[src/pkg/pcrr_pkg.sv]
package pcrr_pkg;
  // Clock and time base; configured times are in microseconds
  localparam int unsigned CLK_FREQ_HZ = 50_000_000;
  localparam int unsigned TIME_UNIT_NS = 1000;
  localparam int unsigned CYC_PER_UNIT = (CLK_FREQ_HZ / 1_000_000) * TIME_UNIT_NS / 1000;
  // Widths
  localparam int unsigned ID_W = 11;
  localparam int unsigned ADDR_W = 16;
  localparam int unsigned DATA_W = 32;
  localparam int unsigned TIME_W = 24;
  localparam int unsigned CNT_W = 8;
  // Map sizes and identifier layout
  localparam int unsigned MAP_ENTRIES = 64;
  localparam int unsigned BLOCK_SLOTS = 4;
  localparam logic [ID_W-1:0] BLOCK_ID_OFFSET = 11'h040;
  // Reset values of the configuration
  localparam logic [ID_W-1:0] RST_ID_ORIGIN = 11'h100;
  localparam logic [TIME_W-1:0] RST_REPORT_PERIOD = 24'h07A120;
  localparam logic [TIME_W-1:0] RST_GAP = 24'h0003E8;
  localparam logic [TIME_W-1:0] RST_ERR_WINDOW = 24'h2DC6C0;
  localparam logic [ADDR_W-1:0] PTR_DISABLED = 16'h0000;

  // Connection state encoding shown on conn_state_o
  typedef enum logic [2:0] {
    PCRR_DISCONNECTED = 3'h0,
    PCRR_PRECHARGE = 3'h1,
    PCRR_CONNECTING = 3'h2,
    PCRR_CONNECTED = 3'h3,
    PCRR_DISCONNECTING = 3'h4
  } pcrr_conn_e;

  // One outgoing or incoming frame
  typedef struct packed {
    logic [ID_W-1:0] id;
    logic [DATA_W-1:0] data;
  } pcrr_frame_s;
endpackage : pcrr_pkg

[src/hw/pcrr_top.sv]
`timescale 1ns/1ns
module pcrr_buf2 #(
  parameter int unsigned WIDTH = 8
) (
  // Clock and reset
  input wire logic clk_sys_i,
  input wire logic reset_n_i,
  // Fill side
  input wire logic in_valid_i,
  output logic in_ready_o,
  input wire logic [WIDTH-1:0] in_data_i,
  // Drain side
  output logic out_valid_o,
  input wire logic out_ready_i,
  output logic [WIDTH-1:0] out_data_o
);
  logic [WIDTH-1:0] skid_q;
  logic skid_vld_q;
  logic push;
  logic pop;

  assign push = in_valid_i && in_ready_o;
  assign pop = out_valid_o && out_ready_i;

  // Head register plus one skid slot; ready is registered so it is honest
  always_ff @(posedge clk_sys_i or negedge reset_n_i) begin
    if (!reset_n_i) begin
      out_valid_o <= 1'b0;
      out_data_o <= '0;
      skid_q <= '0;
      skid_vld_q <= 1'b0;
      in_ready_o <= 1'b1;
    end else begin
      if (pop || !out_valid_o) begin
        out_valid_o <= skid_vld_q || push;
        out_data_o <= skid_vld_q ? skid_q : in_data_i;
        if (skid_vld_q && push) begin
          skid_q <= in_data_i;
        end
        skid_vld_q <= skid_vld_q && push;
        in_ready_o <= 1'b1;
      end else if (push) begin
        skid_q <= in_data_i;
        skid_vld_q <= 1'b1;
        in_ready_o <= 1'b0; // Both slots full
      end
    end
  end
endmodule : pcrr_buf2

module pcrr_top
  import pcrr_pkg::*;
#(
  parameter int unsigned ENTRIES = MAP_ENTRIES,
  parameter int unsigned SLOTS = BLOCK_SLOTS
) (
  // Clock and reset
  input wire logic clk_sys_i,
  input wire logic reset_n_i,
  // Global configuration
  input wire logic can_report_enable_i,
  input wire logic [ID_W-1:0] report_id_origin_i,
  input wire logic cfg_time_load_i,
  input wire logic [TIME_W-1:0] report_period_i,
  input wire logic [TIME_W-1:0] inter_message_gap_i,
  input wire logic [TIME_W-1:0] err_window_i,
  // Individual entry configuration
  input wire logic entry_wr_i,
  input wire logic [5:0] entry_idx_i,
  input wire logic [ADDR_W-1:0] entry_source_pointer_i,
  input wire logic entry_direction_select_i,
  // Block slot configuration
  input wire logic slot_wr_i,
  input wire logic [1:0] slot_idx_i,
  input wire logic [ADDR_W-1:0] slot_base_i,
  input wire logic [ADDR_W-1:0] slot_stride_i,
  input wire logic [CNT_W-1:0] slot_count_i,
  // Internal register space
  output logic reg_rd_req_o,
  output logic [ADDR_W-1:0] reg_rd_addr_o,
  input wire logic reg_rd_valid_i,
  input wire logic [DATA_W-1:0] reg_rd_data_i,
  output logic reg_wr_o,
  output logic [ADDR_W-1:0] reg_wr_addr_o,
  output logic [DATA_W-1:0] reg_wr_data_o,
  // CAN frame stream
  output logic tx_valid_o,
  input wire logic tx_ready_i,
  output pcrr_frame_s tx_frame_o,
  input wire logic rx_valid_i,
  input wire pcrr_frame_s rx_frame_i,
  input wire logic bus_err_i,
  // Status
  input wire logic [2:0] conn_state_i,
  output pcrr_conn_e conn_state_o,
  output logic [TIME_W-1:0] err_rate_o,
  output logic scan_busy_o
);
  if (ENTRIES < 1 || ENTRIES > MAP_ENTRIES || SLOTS < 1 || SLOTS > BLOCK_SLOTS) begin : g_chk
    $error("pcrr_top: ENTRIES or SLOTS out of range");
  end

  typedef enum logic [2:0] {ST_IDLE, ST_SCAN, ST_READ, ST_PUSH, ST_GAP} pcrr_state_e;

  localparam logic [7:0] PRE_MAX = 8'(CYC_PER_UNIT - 1);

  pcrr_state_e state_q;
  logic [ADDR_W-1:0] ptr_q [ENTRIES];
  logic dir_q [ENTRIES];
  logic [ADDR_W-1:0] sbase_q [SLOTS];
  logic [ADDR_W-1:0] sstride_q [SLOTS];
  logic [CNT_W-1:0] scount_q [SLOTS];
  logic [TIME_W-1:0] period_q, gap_q, window_q;
  logic [7:0] pre_q;
  logic tick;
  logic [TIME_W-1:0] per_cnt_q, gap_cnt_q, win_cnt_q, err_cnt_q;
  logic start_q;
  logic [6:0] idx_q;
  logic in_blocks_q;
  logic [2:0] slot_q;
  logic [CNT_W-1:0] elem_q;
  logic [ADDR_W-1:0] baddr_q;
  logic [ID_W-1:0] bid_q;
  pcrr_frame_s frame_q;
  logic buf_ready;
  logic [6:0] rx_rel;

  assign tick = (pre_q == PRE_MAX);

  // Configuration storage; all entries disabled out of reset
  always_ff @(posedge clk_sys_i or negedge reset_n_i) begin
    if (!reset_n_i) begin
      for (int i = 0; i < ENTRIES; i++) begin
        ptr_q[i] <= PTR_DISABLED;
        dir_q[i] <= 1'b0;
      end
      for (int s = 0; s < SLOTS; s++) begin
        sbase_q[s] <= PTR_DISABLED;
        sstride_q[s] <= '0;
        scount_q[s] <= '0;
      end
      period_q <= RST_REPORT_PERIOD;
      gap_q <= RST_GAP;
      window_q <= RST_ERR_WINDOW;
    end else begin
      if (entry_wr_i && 32'(entry_idx_i) < ENTRIES) begin
        ptr_q[entry_idx_i] <= entry_source_pointer_i;
        dir_q[entry_idx_i] <= entry_direction_select_i;
      end
      if (slot_wr_i && 32'(slot_idx_i) < SLOTS) begin
        sbase_q[slot_idx_i] <= slot_base_i;
        sstride_q[slot_idx_i] <= slot_stride_i;
        scount_q[slot_idx_i] <= slot_count_i;
      end
      if (cfg_time_load_i) begin
        period_q <= report_period_i;
        gap_q <= inter_message_gap_i;
        window_q <= err_window_i;
      end
    end
  end

  // Microsecond prescaler keeps the long counters narrow
  always_ff @(posedge clk_sys_i or negedge reset_n_i) begin
    if (!reset_n_i) begin
      pre_q <= '0;
    end else begin
      pre_q <= tick ? 8'h00 : pre_q + 8'h01;
    end
  end

  // Period timer; a pending start survives a scan that overruns the period
  always_ff @(posedge clk_sys_i or negedge reset_n_i) begin
    if (!reset_n_i) begin
      per_cnt_q <= '0;
      start_q <= 1'b0;
    end else begin
      if (tick) begin
        per_cnt_q <= (per_cnt_q + 24'h000001 >= period_q) ? 24'h000000 : per_cnt_q + 24'h000001;
      end
      if (tick && per_cnt_q + 24'h000001 >= period_q) begin
        start_q <= 1'b1; // set wins over the take below
      end else if (state_q == ST_IDLE && can_report_enable_i) begin
        start_q <= 1'b0;
      end
    end
  end

  // Error rate: errors counted per window, latched at window end
  always_ff @(posedge clk_sys_i or negedge reset_n_i) begin
    if (!reset_n_i) begin
      win_cnt_q <= '0;
      err_cnt_q <= '0;
      err_rate_o <= '0;
    end else begin
      if (tick && win_cnt_q + 24'h000001 >= window_q) begin
        win_cnt_q <= '0;
        err_rate_o <= err_cnt_q + {23'h000000, bus_err_i};
        err_cnt_q <= '0;
      end else begin
        if (tick) begin
          win_cnt_q <= win_cnt_q + 24'h000001;
        end
        if (bus_err_i && err_cnt_q != 24'hFFFFFF) begin
          err_cnt_q <= err_cnt_q + 24'h000001;
        end
      end
    end
  end

  // Report scan sequencer
  always_ff @(posedge clk_sys_i or negedge reset_n_i) begin
    if (!reset_n_i) begin
      state_q <= ST_IDLE;
      idx_q <= '0;
      in_blocks_q <= 1'b0;
      slot_q <= '0;
      elem_q <= '0;
      baddr_q <= '0;
      bid_q <= '0;
      frame_q <= '0;
      gap_cnt_q <= '0;
      reg_rd_req_o <= 1'b0;
      reg_rd_addr_o <= '0;
      scan_busy_o <= 1'b0;
    end else begin
      reg_rd_req_o <= 1'b0;
      unique case (state_q)
        ST_IDLE: begin
          if (start_q && can_report_enable_i) begin
            state_q <= ST_SCAN;
            idx_q <= '0;
            in_blocks_q <= 1'b0;
            slot_q <= '0;
            elem_q <= '0;
            bid_q <= '0;
            baddr_q <= sbase_q[0];
            scan_busy_o <= 1'b1;
          end
        end
        ST_SCAN: begin
          if (!can_report_enable_i) begin
            state_q <= ST_IDLE;
            scan_busy_o <= 1'b0;
          end else if (!in_blocks_q) begin
            if (32'(idx_q) >= ENTRIES) begin
              in_blocks_q <= 1'b1;
            end else begin
              if (ptr_q[idx_q[5:0]] != PTR_DISABLED && !dir_q[idx_q[5:0]]) begin
                reg_rd_req_o <= 1'b1;
                reg_rd_addr_o <= ptr_q[idx_q[5:0]];
                frame_q.id <= report_id_origin_i + ID_W'(idx_q);
                state_q <= ST_READ;
              end
              idx_q <= idx_q + 7'h01;
            end
          end else if (32'(slot_q) >= SLOTS) begin
            state_q <= ST_IDLE;
            scan_busy_o <= 1'b0;
          end else if (elem_q >= scount_q[slot_q[1:0]]) begin
            slot_q <= slot_q + 3'h1;
            elem_q <= '0;
            baddr_q <= (32'(slot_q) + 1 < SLOTS) ? sbase_q[slot_q[1:0] + 2'h1] : PTR_DISABLED;
          end else begin
            // Disabled slots still consume their identifiers
            if (sbase_q[slot_q[1:0]] != PTR_DISABLED) begin
              reg_rd_req_o <= 1'b1;
              reg_rd_addr_o <= baddr_q;
              frame_q.id <= report_id_origin_i + BLOCK_ID_OFFSET + bid_q;
              state_q <= ST_READ;
            end
            elem_q <= elem_q + 8'h01;
            bid_q <= bid_q + 11'h001;
            baddr_q <= baddr_q + sstride_q[slot_q[1:0]];
          end
        end
        ST_READ: begin
          if (reg_rd_valid_i) begin
            frame_q.data <= reg_rd_data_i;
            state_q <= ST_PUSH;
          end
        end
        ST_PUSH: begin
          if (buf_ready) begin
            gap_cnt_q <= '0;
            state_q <= (gap_q == '0) ? ST_SCAN : ST_GAP;
          end
        end
        ST_GAP: begin
          // Gap counted in whole microsecond ticks
          if (tick) begin
            gap_cnt_q <= gap_cnt_q + 24'h000001;
            if (gap_cnt_q + 24'h000001 >= gap_q) begin
              state_q <= ST_SCAN;
            end
          end
        end
      endcase
    end
  end

  // Two-entry buffer so a stalled transmitter loses no report
  pcrr_buf2 #(
    .WIDTH($bits(pcrr_frame_s))
  ) u_txbuf (
    .clk_sys_i(clk_sys_i),
    .reset_n_i(reset_n_i),
    .in_valid_i(state_q == ST_PUSH),
    .in_ready_o(buf_ready),
    .in_data_i(frame_q),
    .out_valid_o(tx_valid_o),
    .out_ready_i(tx_ready_i),
    .out_data_o(tx_frame_o)
  );

  assign rx_rel = 7'(rx_frame_i.id - report_id_origin_i);

  // Command frames; only ids inside the individual range can match
  always_ff @(posedge clk_sys_i or negedge reset_n_i) begin
    if (!reset_n_i) begin
      reg_wr_o <= 1'b0;
      reg_wr_addr_o <= '0;
      reg_wr_data_o <= '0;
    end else begin
      reg_wr_o <= 1'b0;
      if (rx_valid_i && ID_W'(rx_frame_i.id - report_id_origin_i) < ID_W'(ENTRIES)
          && ptr_q[rx_rel[5:0]] != PTR_DISABLED && dir_q[rx_rel[5:0]]) begin
        reg_wr_o <= 1'b1;
        reg_wr_addr_o <= ptr_q[rx_rel[5:0]];
        reg_wr_data_o <= rx_frame_i.data;
      end
    end
  end

  // Connection state, illegal codes shown as disconnected
  always_ff @(posedge clk_sys_i or negedge reset_n_i) begin
    if (!reset_n_i) begin
      conn_state_o <= PCRR_DISCONNECTED;
    end else begin
      conn_state_o <= (conn_state_i > 3'h4) ? PCRR_DISCONNECTED : pcrr_conn_e'(conn_state_i);
    end
  end
endmodule : pcrr_top

[config.mk]
export PLATFORM = sky130hd
export DESIGN_NAME = pcrr_top
export DESIGN_NICKNAME = d
export VERILOG_FILES = /design/src/pkg/pcrr_pkg.sv /design/src/hw/pcrr_top.sv
export SDC_FILE = /design/constraint.sdc
export NUM_CORES = 2
export LEC_CHECK = 0
export ABC_AREA = 1
export BUFFER_PORTS_ARGS = -buffer_cell sky130_fd_sc_hd__buf_2
export CORE_MARGIN = 1
export CORE_UTILIZATION = 30
export DETAILED_ROUTE_END_ITERATION = 7
export PLACE_DENSITY = 0.49
export SLEW_MARGIN = 5
export SYNTH_ARGS = -nofsm -noshare
export SYNTH_HDL_FRONTEND = slang
export SYNTH_SLANG_ARGS = --single-unit
[constraint.sdc]
create_clock -name clk_sys_i -period 7.51 [get_ports clk_sys_i]
set_clock_uncertainty 0.2 [all_clocks]
set_input_delay 0.751 -clock clk_sys_i [delete_from_list [all_inputs] [get_ports clk_sys_i]]
set_output_delay 0.751 -clock clk_sys_i [all_outputs]
set_load 0.1 [all_outputs]
## Yosys cells after proc, flatten, opt, wreduce, memory -nomap -nowiden

Index checks and enable logic that the tools add are counted.

- Magnitude comparators: 17
- Add/sub/neg operators: 17
- Equality and inequality tests: 29
- Mux-type cells: 132
- Reduce and logical (&&, ||, !) cells: 41
- Bitwise gates (word level): 6

Operators by type and width:

| cell | number |
|---|---|
| $bwmux 1024 | 1 |
| $mux 16 | 24 |
| $bmux 16 s6 | 2 |
| $bwmux 64 | 3 |
| $mux 43 | 4 |
| $mux 24 | 7 |
| $mux 11 | 11 |
| $add 24x1->24 const B | 4 |
| $bmux 16 s2 | 3 |
| $demux 16 s6 | 1 |
| $ge 24x24->1 | 3 |
| $mux 8 | 9 |
| $mux 3 | 19 |
| $pmux 24 s2 | 1 |
| $reduce_bool 16->1 | 3 |
| $bwmux 32 | 1 |
| $demux 16 s2 | 1 |
| $pmux 16 s2 | 1 |
| $ne 2x2->1 const B | 15 |
| $ge 7x7->1 const B | 4 |
| $mux 1 | 28 |
| $mux 7 | 4 |
| $add 24x1->24 | 1 |
| $logic_not 24->1 | 1 |
| other kinds (51) | 91 |

- Register bits: 1700
- Bits of input ports: 236

## Depth between registers and ports, before layout

- Depth in word-level cells: 11
- Depth in mapped cells: 25
- Gate-level depth less buffers: 24

## Cells and area by module

Synthesis repeated with hierarchy kept, for this count alone.

- Cells, all modules: 12434
- Area total of the unflattened synthesis: 92525.0 µm²

By module, submodules not included:

| module | times used | cells each | area an instance (µm²) |
|---|---|---|---|
| pcrr_top | 1 | 11959 | 88356.0 |
| pcrr_buf2 | 1 | 475 | 4169.0 |

## Worst setup path before layout

OpenSTA, ideal clock, no wires.

- Path type: register to register
- Start point: register slot_q[0]
- End point: register baddr_q[10]
- Setup slack: 3.599 ns
- Cell stages (with the launch flop): 24
- Clock period less this slack: 3.911 ns
- Path buffers: 4
- Arrival: 3.580 ns
- Path through: dfrtp_1 -> inv_1 -> clkbuf_1 -> clkbuf_1 -> clkbuf_1 -> clkbuf_1 -> nor2_1 -> o22ai_1 -> ha_1 -> inv_1 -> fa_1 -> inv_1 -> nand3_1 -> nand2_1 -> nand3_1 -> nand2_1 -> nand2_1 -> nand2_1 -> a21boi_0 -> or2_2 -> nand3_1 -> nand3_1 -> o211ai_1 -> o21ai_0

- Longest elaborated chain between the ends: 11
- Elaborated cells between the ends (all ways): 25
- Those cells by class: 3 x add/sub; 3 x order compare; 1 x eq/ne; 15 x mux; 2 x bitwise; 1 x reduce/logical

RTL lines:

| item | line | RTL |
|---|---|---|
| start: declaration | pcrr_top.sv:120 | `logic [2:0] slot_q;` |
| start signal: assignment | pcrr_top.sv:261 | `slot_q <= slot_q + 3'h1;` |
| parallel branches: the longest is 11 deep, another holds $add 16x16->16 | n/a |  |
| end signal: assignment | pcrr_top.sv:237 | `baddr_q <= sbase_q[0];` |
| end signal: assignment | pcrr_top.sv:263 | `baddr_q <= (32'(slot_q) + 1 < SLOTS) ? sbase_q[slot_q[1:0] + 2'h1] : PTR_DISABLED;` |
| end signal: assignment | pcrr_top.sv:274 | `baddr_q <= baddr_q + sstride_q[slot_q[1:0]];` |
| end: declaration | pcrr_top.sv:122 | `logic [ADDR_W-1:0] baddr_q;` |

Parallel ways; which one is timed is not known. The select of a mux whose other input is x is not followed.
A chain may end at the register's enable or synchronous reset.

## Final worst setup path

- Start point: register idx_q[0]
- End point: register reg_rd_addr_o[4]

- Longest elaborated chain between the ends: 8
- Elaborated cells between the ends (all ways): 17
- Those cells by class: 1 x order compare; 1 x eq/ne; 9 x mux; 1 x bitwise; 5 x reduce/logical

RTL lines:

| item | line | RTL |
|---|---|---|
| start: declaration | pcrr_top.sv:118 | `logic [6:0] idx_q;` |
| start signal: assignment | pcrr_top.sv:255 | `idx_q <= idx_q + 7'h01;` |
| $not 6->7 (implied by the code) | pcrr_top.sv:249, pcrr_top.sv:251 |  |
| $bmux 16 s6 / $bmux 1 s6 (equally long branches) | pcrr_top.sv:249, pcrr_top.sv:251 |  |
| $mux 16 (implied by the code) / $mux 1 (equally long branches) (2 in series) | pcrr_top.sv:249, pcrr_top.sv:251 |  |
| $reduce_bool 16->1 / $logic_not 1->1 (equally long branches) | pcrr_top.sv:249 | `if (ptr_q[idx_q[5:0]] != PTR_DISABLED && !dir_q[idx_q[5:0]]) begin` |
| $logic_and 1x1->1 | pcrr_top.sv:249 |  |
| $reduce_bool 2->1 (no line) | n/a |  |
| $reduce_and 7->1 (no line) | n/a |  |
| end signal: assignment | pcrr_top.sv:251 | `reg_rd_addr_o <= ptr_q[idx_q[5:0]];` |
| end signal: assignment | pcrr_top.sv:268 | `reg_rd_addr_o <= baddr_q;` |
| end: declaration | pcrr_top.sv:80 | `output logic [ADDR_W-1:0] reg_rd_addr_o,` |

Several ways; a longest one is shown, not always the timed one. The select of a mux whose other input is x is not followed.

==> metrics.csv <==
metric;value;unit
status;finished, violations left;
violations;design-rule violations;
synth_warnings;0;
h-tree-depth;4;
post_cts_buffers;0;
use_met1;0.342;
worst_setup_path_end_kind;flip-flop;
max_cap_violations;0;
syn_inst;12400;
hold_viol;0;
syn_area;92200;um^2
dr.pass1.iters;8;
final.setup.tns;0;ns
r2r_cells;20;
grt_overflow;0;
io_pins;374;
synth_top_area_share;0.455;
p_leak;48.8;nW
slew_violations;0;
grt_pass1_wl;554;mm
synth_area_leaders;dfrtp_1 45%, nand2_1 13%, o21ai_0 12%, nand3_1 5.5%, inv_1 4.8%;
r2r-start;idx_q[0];
min_from;slot_stride_i[1];
p_sw;0.0156;W
crit_end;reg_rd_addr_o[4];
p_per_area;336;nW/um^2
post-route-period-util;0.708;
clkPwrFrac;0.284;
rsz0062_at_grt;no;
yosys.area.top_type;dfrtp_1;
final_area;106000;um^2
cp_cell_sequence;buf_4, buf_4, nand2_1, nand3_1, nand2_1, nand2_1, nand2_1, nor2_1, nand2_1, nand3_1, nand2_1, nor2_1, nand2_1, nor2_1, nand2_1, nand3_2, nand2_4, nand2_4, nand2_1, nand2_1;
cp_common_cell;nand2_1;
cts-buffers-inserted;201;
irDropWorstVdd;218;uV
yosysMostFrequentCell;nand2_1;
clkTransAtPathRegs;0.06;ns
p_int;0.0200;W
globalplace.congestion;0.912;
crit_slowest_cell;dfrtp_4;
die_h;556;um
worst-path-buf-inv;2;
synth_nets;12800;
dieArea;310000;um^2
grtUsageTotal;0.236;
synthSimpleGateAreaFrac;0.219;
drtIter0Drc;10000;
port_buffers;373;
combPwrFrac;0.381;
viasPerCell;5.18;
worstMarginPinSlew;1.25;ns
critical-path-top-delay-family;simple AND/OR/NAND/NOR gates;
clockBufferDepth;4;
placed_cells;16200;
worstSetupPathDepth;20;
clk_latency;0.91;ns
hold_class;in2reg;
via_count;86500;
cp-start-kind;flip-flop;
worst_slack;2.19;ns
crit_type;reg2reg;
avgRoutedWirePerCell;22.4;um
grt_max_degree;168;
dp_slack;1.52;ns
synth_compound_area_frac;0.196;
nets;12800;
required;8.12;ns
async_flop_share;1.00;
sequentialPowerShare;0.334;
min_period;5.32;ns
synth_seq_area_share;0.462;
place_area;97600;um^2
drt-total-wl;374;mm
r2r_slack;2.19;ns
ys_top_cells_by_count;3209 x nand2_1, 2205 x o21ai_0, 1676 x dfrtp_1;
muxShareOfSynthArea;0.00171;
rows;203;
cts_tree;built;
p_sw_frac;0.437;
fmax;188;MHz
ant_nets;0;
grt_pass1_vias;80600;
power;0.0356;W
synth_area_per_cell;7.43;um^2
hpwl;233;mm
finalNonFillerCells;16700;
synthAdderAreaFrac;0.0204;
initial_core_util;0.301;
arrival;5.93;ns
cts_sinks;1700;
finalSetupViolCount;0;
use_met3;0.0333;
crit_path_max_fanout;59;
grt-busiest-layer;met2;
cts-root-buf;clkbuf_16;
synth-edff-count;0;
use_met2;0.361;
die_w;556;um
startpoint;idx_q[0];
final_layout_size_suffix_gt1_frac;0.0823;
area_delta_synth_final;15.0;%
antenna_found_initial;35;
ys_ff_latch;1700;
synth_top_family_by_area;simple AND/OR/NAND/NOR gates;
critPathMaxStageDelay;0.66;ns
critical_path.reg2reg.endpoint;reg_rd_addr_o[4];
core_area;306000;um^2
route.detailed.drc;1;
synth_cell_type_count;60;
synth_xor_area_frac;0.0103;
synth_ff_type;dfrtp_1;
slew_headroom;0.160;
## cell usage in the layout (no fill, tap or decap), drive strengths merged, types with 24 or more instances in the layout
cell,Yosys,routed
nor3,72,72
clkinv,6,43
ha,144,144
dlygate4sd3,0,172
dfstp,24,24
nand3,1021,1021
clkbuf,588,298
dfrtp,1676,1676
buf,320,574
a21oi,829,829
nor4,35,35
nand4,79,79
nor2,451,451
o211ai,256,256
xor2,80,80
nand2,3213,3213
xnor2,27,27
o21ai,2213,2213
inv,1201,1200
o22ai,60,60
## cell families (layout without fill, tap and decap cells)
family | Yosys count | in the layout
simple gates | 4895 | 4895
xor+xnor | 107 | 107
buf+inv | 2115 | 2306
flops | 1700 | 1700
fa+ha+maj | 148 | 148
other cells | 0 | 12
mux | 14 | 14
compound gates | 3423 | 3423
## layer usage
| layer | part of all wire | vias to the layer above |
|---|---|---|
| met4 | 0.032 | 8 |
| li1 | - | 41000 |
| met3 | 0.076 | 543 |
| met2 | 0.43 | 3290 |
| met1 | 0.46 | 41700 |
| met5 | 0.00016 | - |
## worst min path at each step
stage | endpoint | cells past startpoint
global placement | reg_rd_addr_o[11] | 2
global route | sbase_q[23] | 3
CTS | sbase_q[58] | 3
floorplan | scount_q[8] | 2
detailed placement | reg_wr_data_o[11] | 2
finish | sstride_q[1] | 3
## what timing repair did
action                    in CTS  in global routing
hold endpoints to repair     353                  0
hold buffers                 172                  0
gates resized for setup        0                  0
## power groups by stage
stage               clock network, W  registers [W]  logic (W)
floorplan                          0         0.0134    0.00706
global placement                   0         0.0120     0.0132
detailed placement                 0         0.0120     0.0133
CTS                           0.0103         0.0119     0.0134
global route                  0.0106         0.0121     0.0146
finish                        0.0101         0.0119     0.0136
## sequential cells by signal (all words and copies together) (netlist names), 24 cells and up
name                cells
gap_q                  24
reg_wr_data_o          32
sstride_q              64
ptr_q                1024
err_cnt_q              24
gap_cnt_q              24
win_cnt_q              24
scount_q               32
period_q               24
err_rate_o             24
frame_q                43
per_cnt_q              24
dir_q                  64
sbase_q                64
u_txbuf.skid_q         43
window_q               24
u_txbuf.out_data_o     43
## cell type report
| cell class | instances | area, um^2 |
|---|---|---|
| inverter | 1207 | 4570 |
| multi-input combinational | 8587 | 41500 |
| fill | 32600 | 200000 |
| sequential | 1700 | 42600 |
| tap | 4100 | 5130 |
| clock inverter | 55 | 679 |
| clock buffer | 298 | 5950 |
| timing repair buffer | 746 | 5570 |
| antenna | 12 | 30.0 |
## metrics by stage
step                hold WS [ns]   util
floorplan                  0.248      -
global placement           0.253  0.319
detailed placement         0.255  0.319
CTS                      0.00237  0.346
global route              0.0456  0.347
finish                    0.0524  0.347
## tightest hold or removal path, cell delays in order
cell     delay, ns
buf_2         0.12
inv_1         0.10
o21ai_0       0.09
Power figures use the tool's default switching activity.
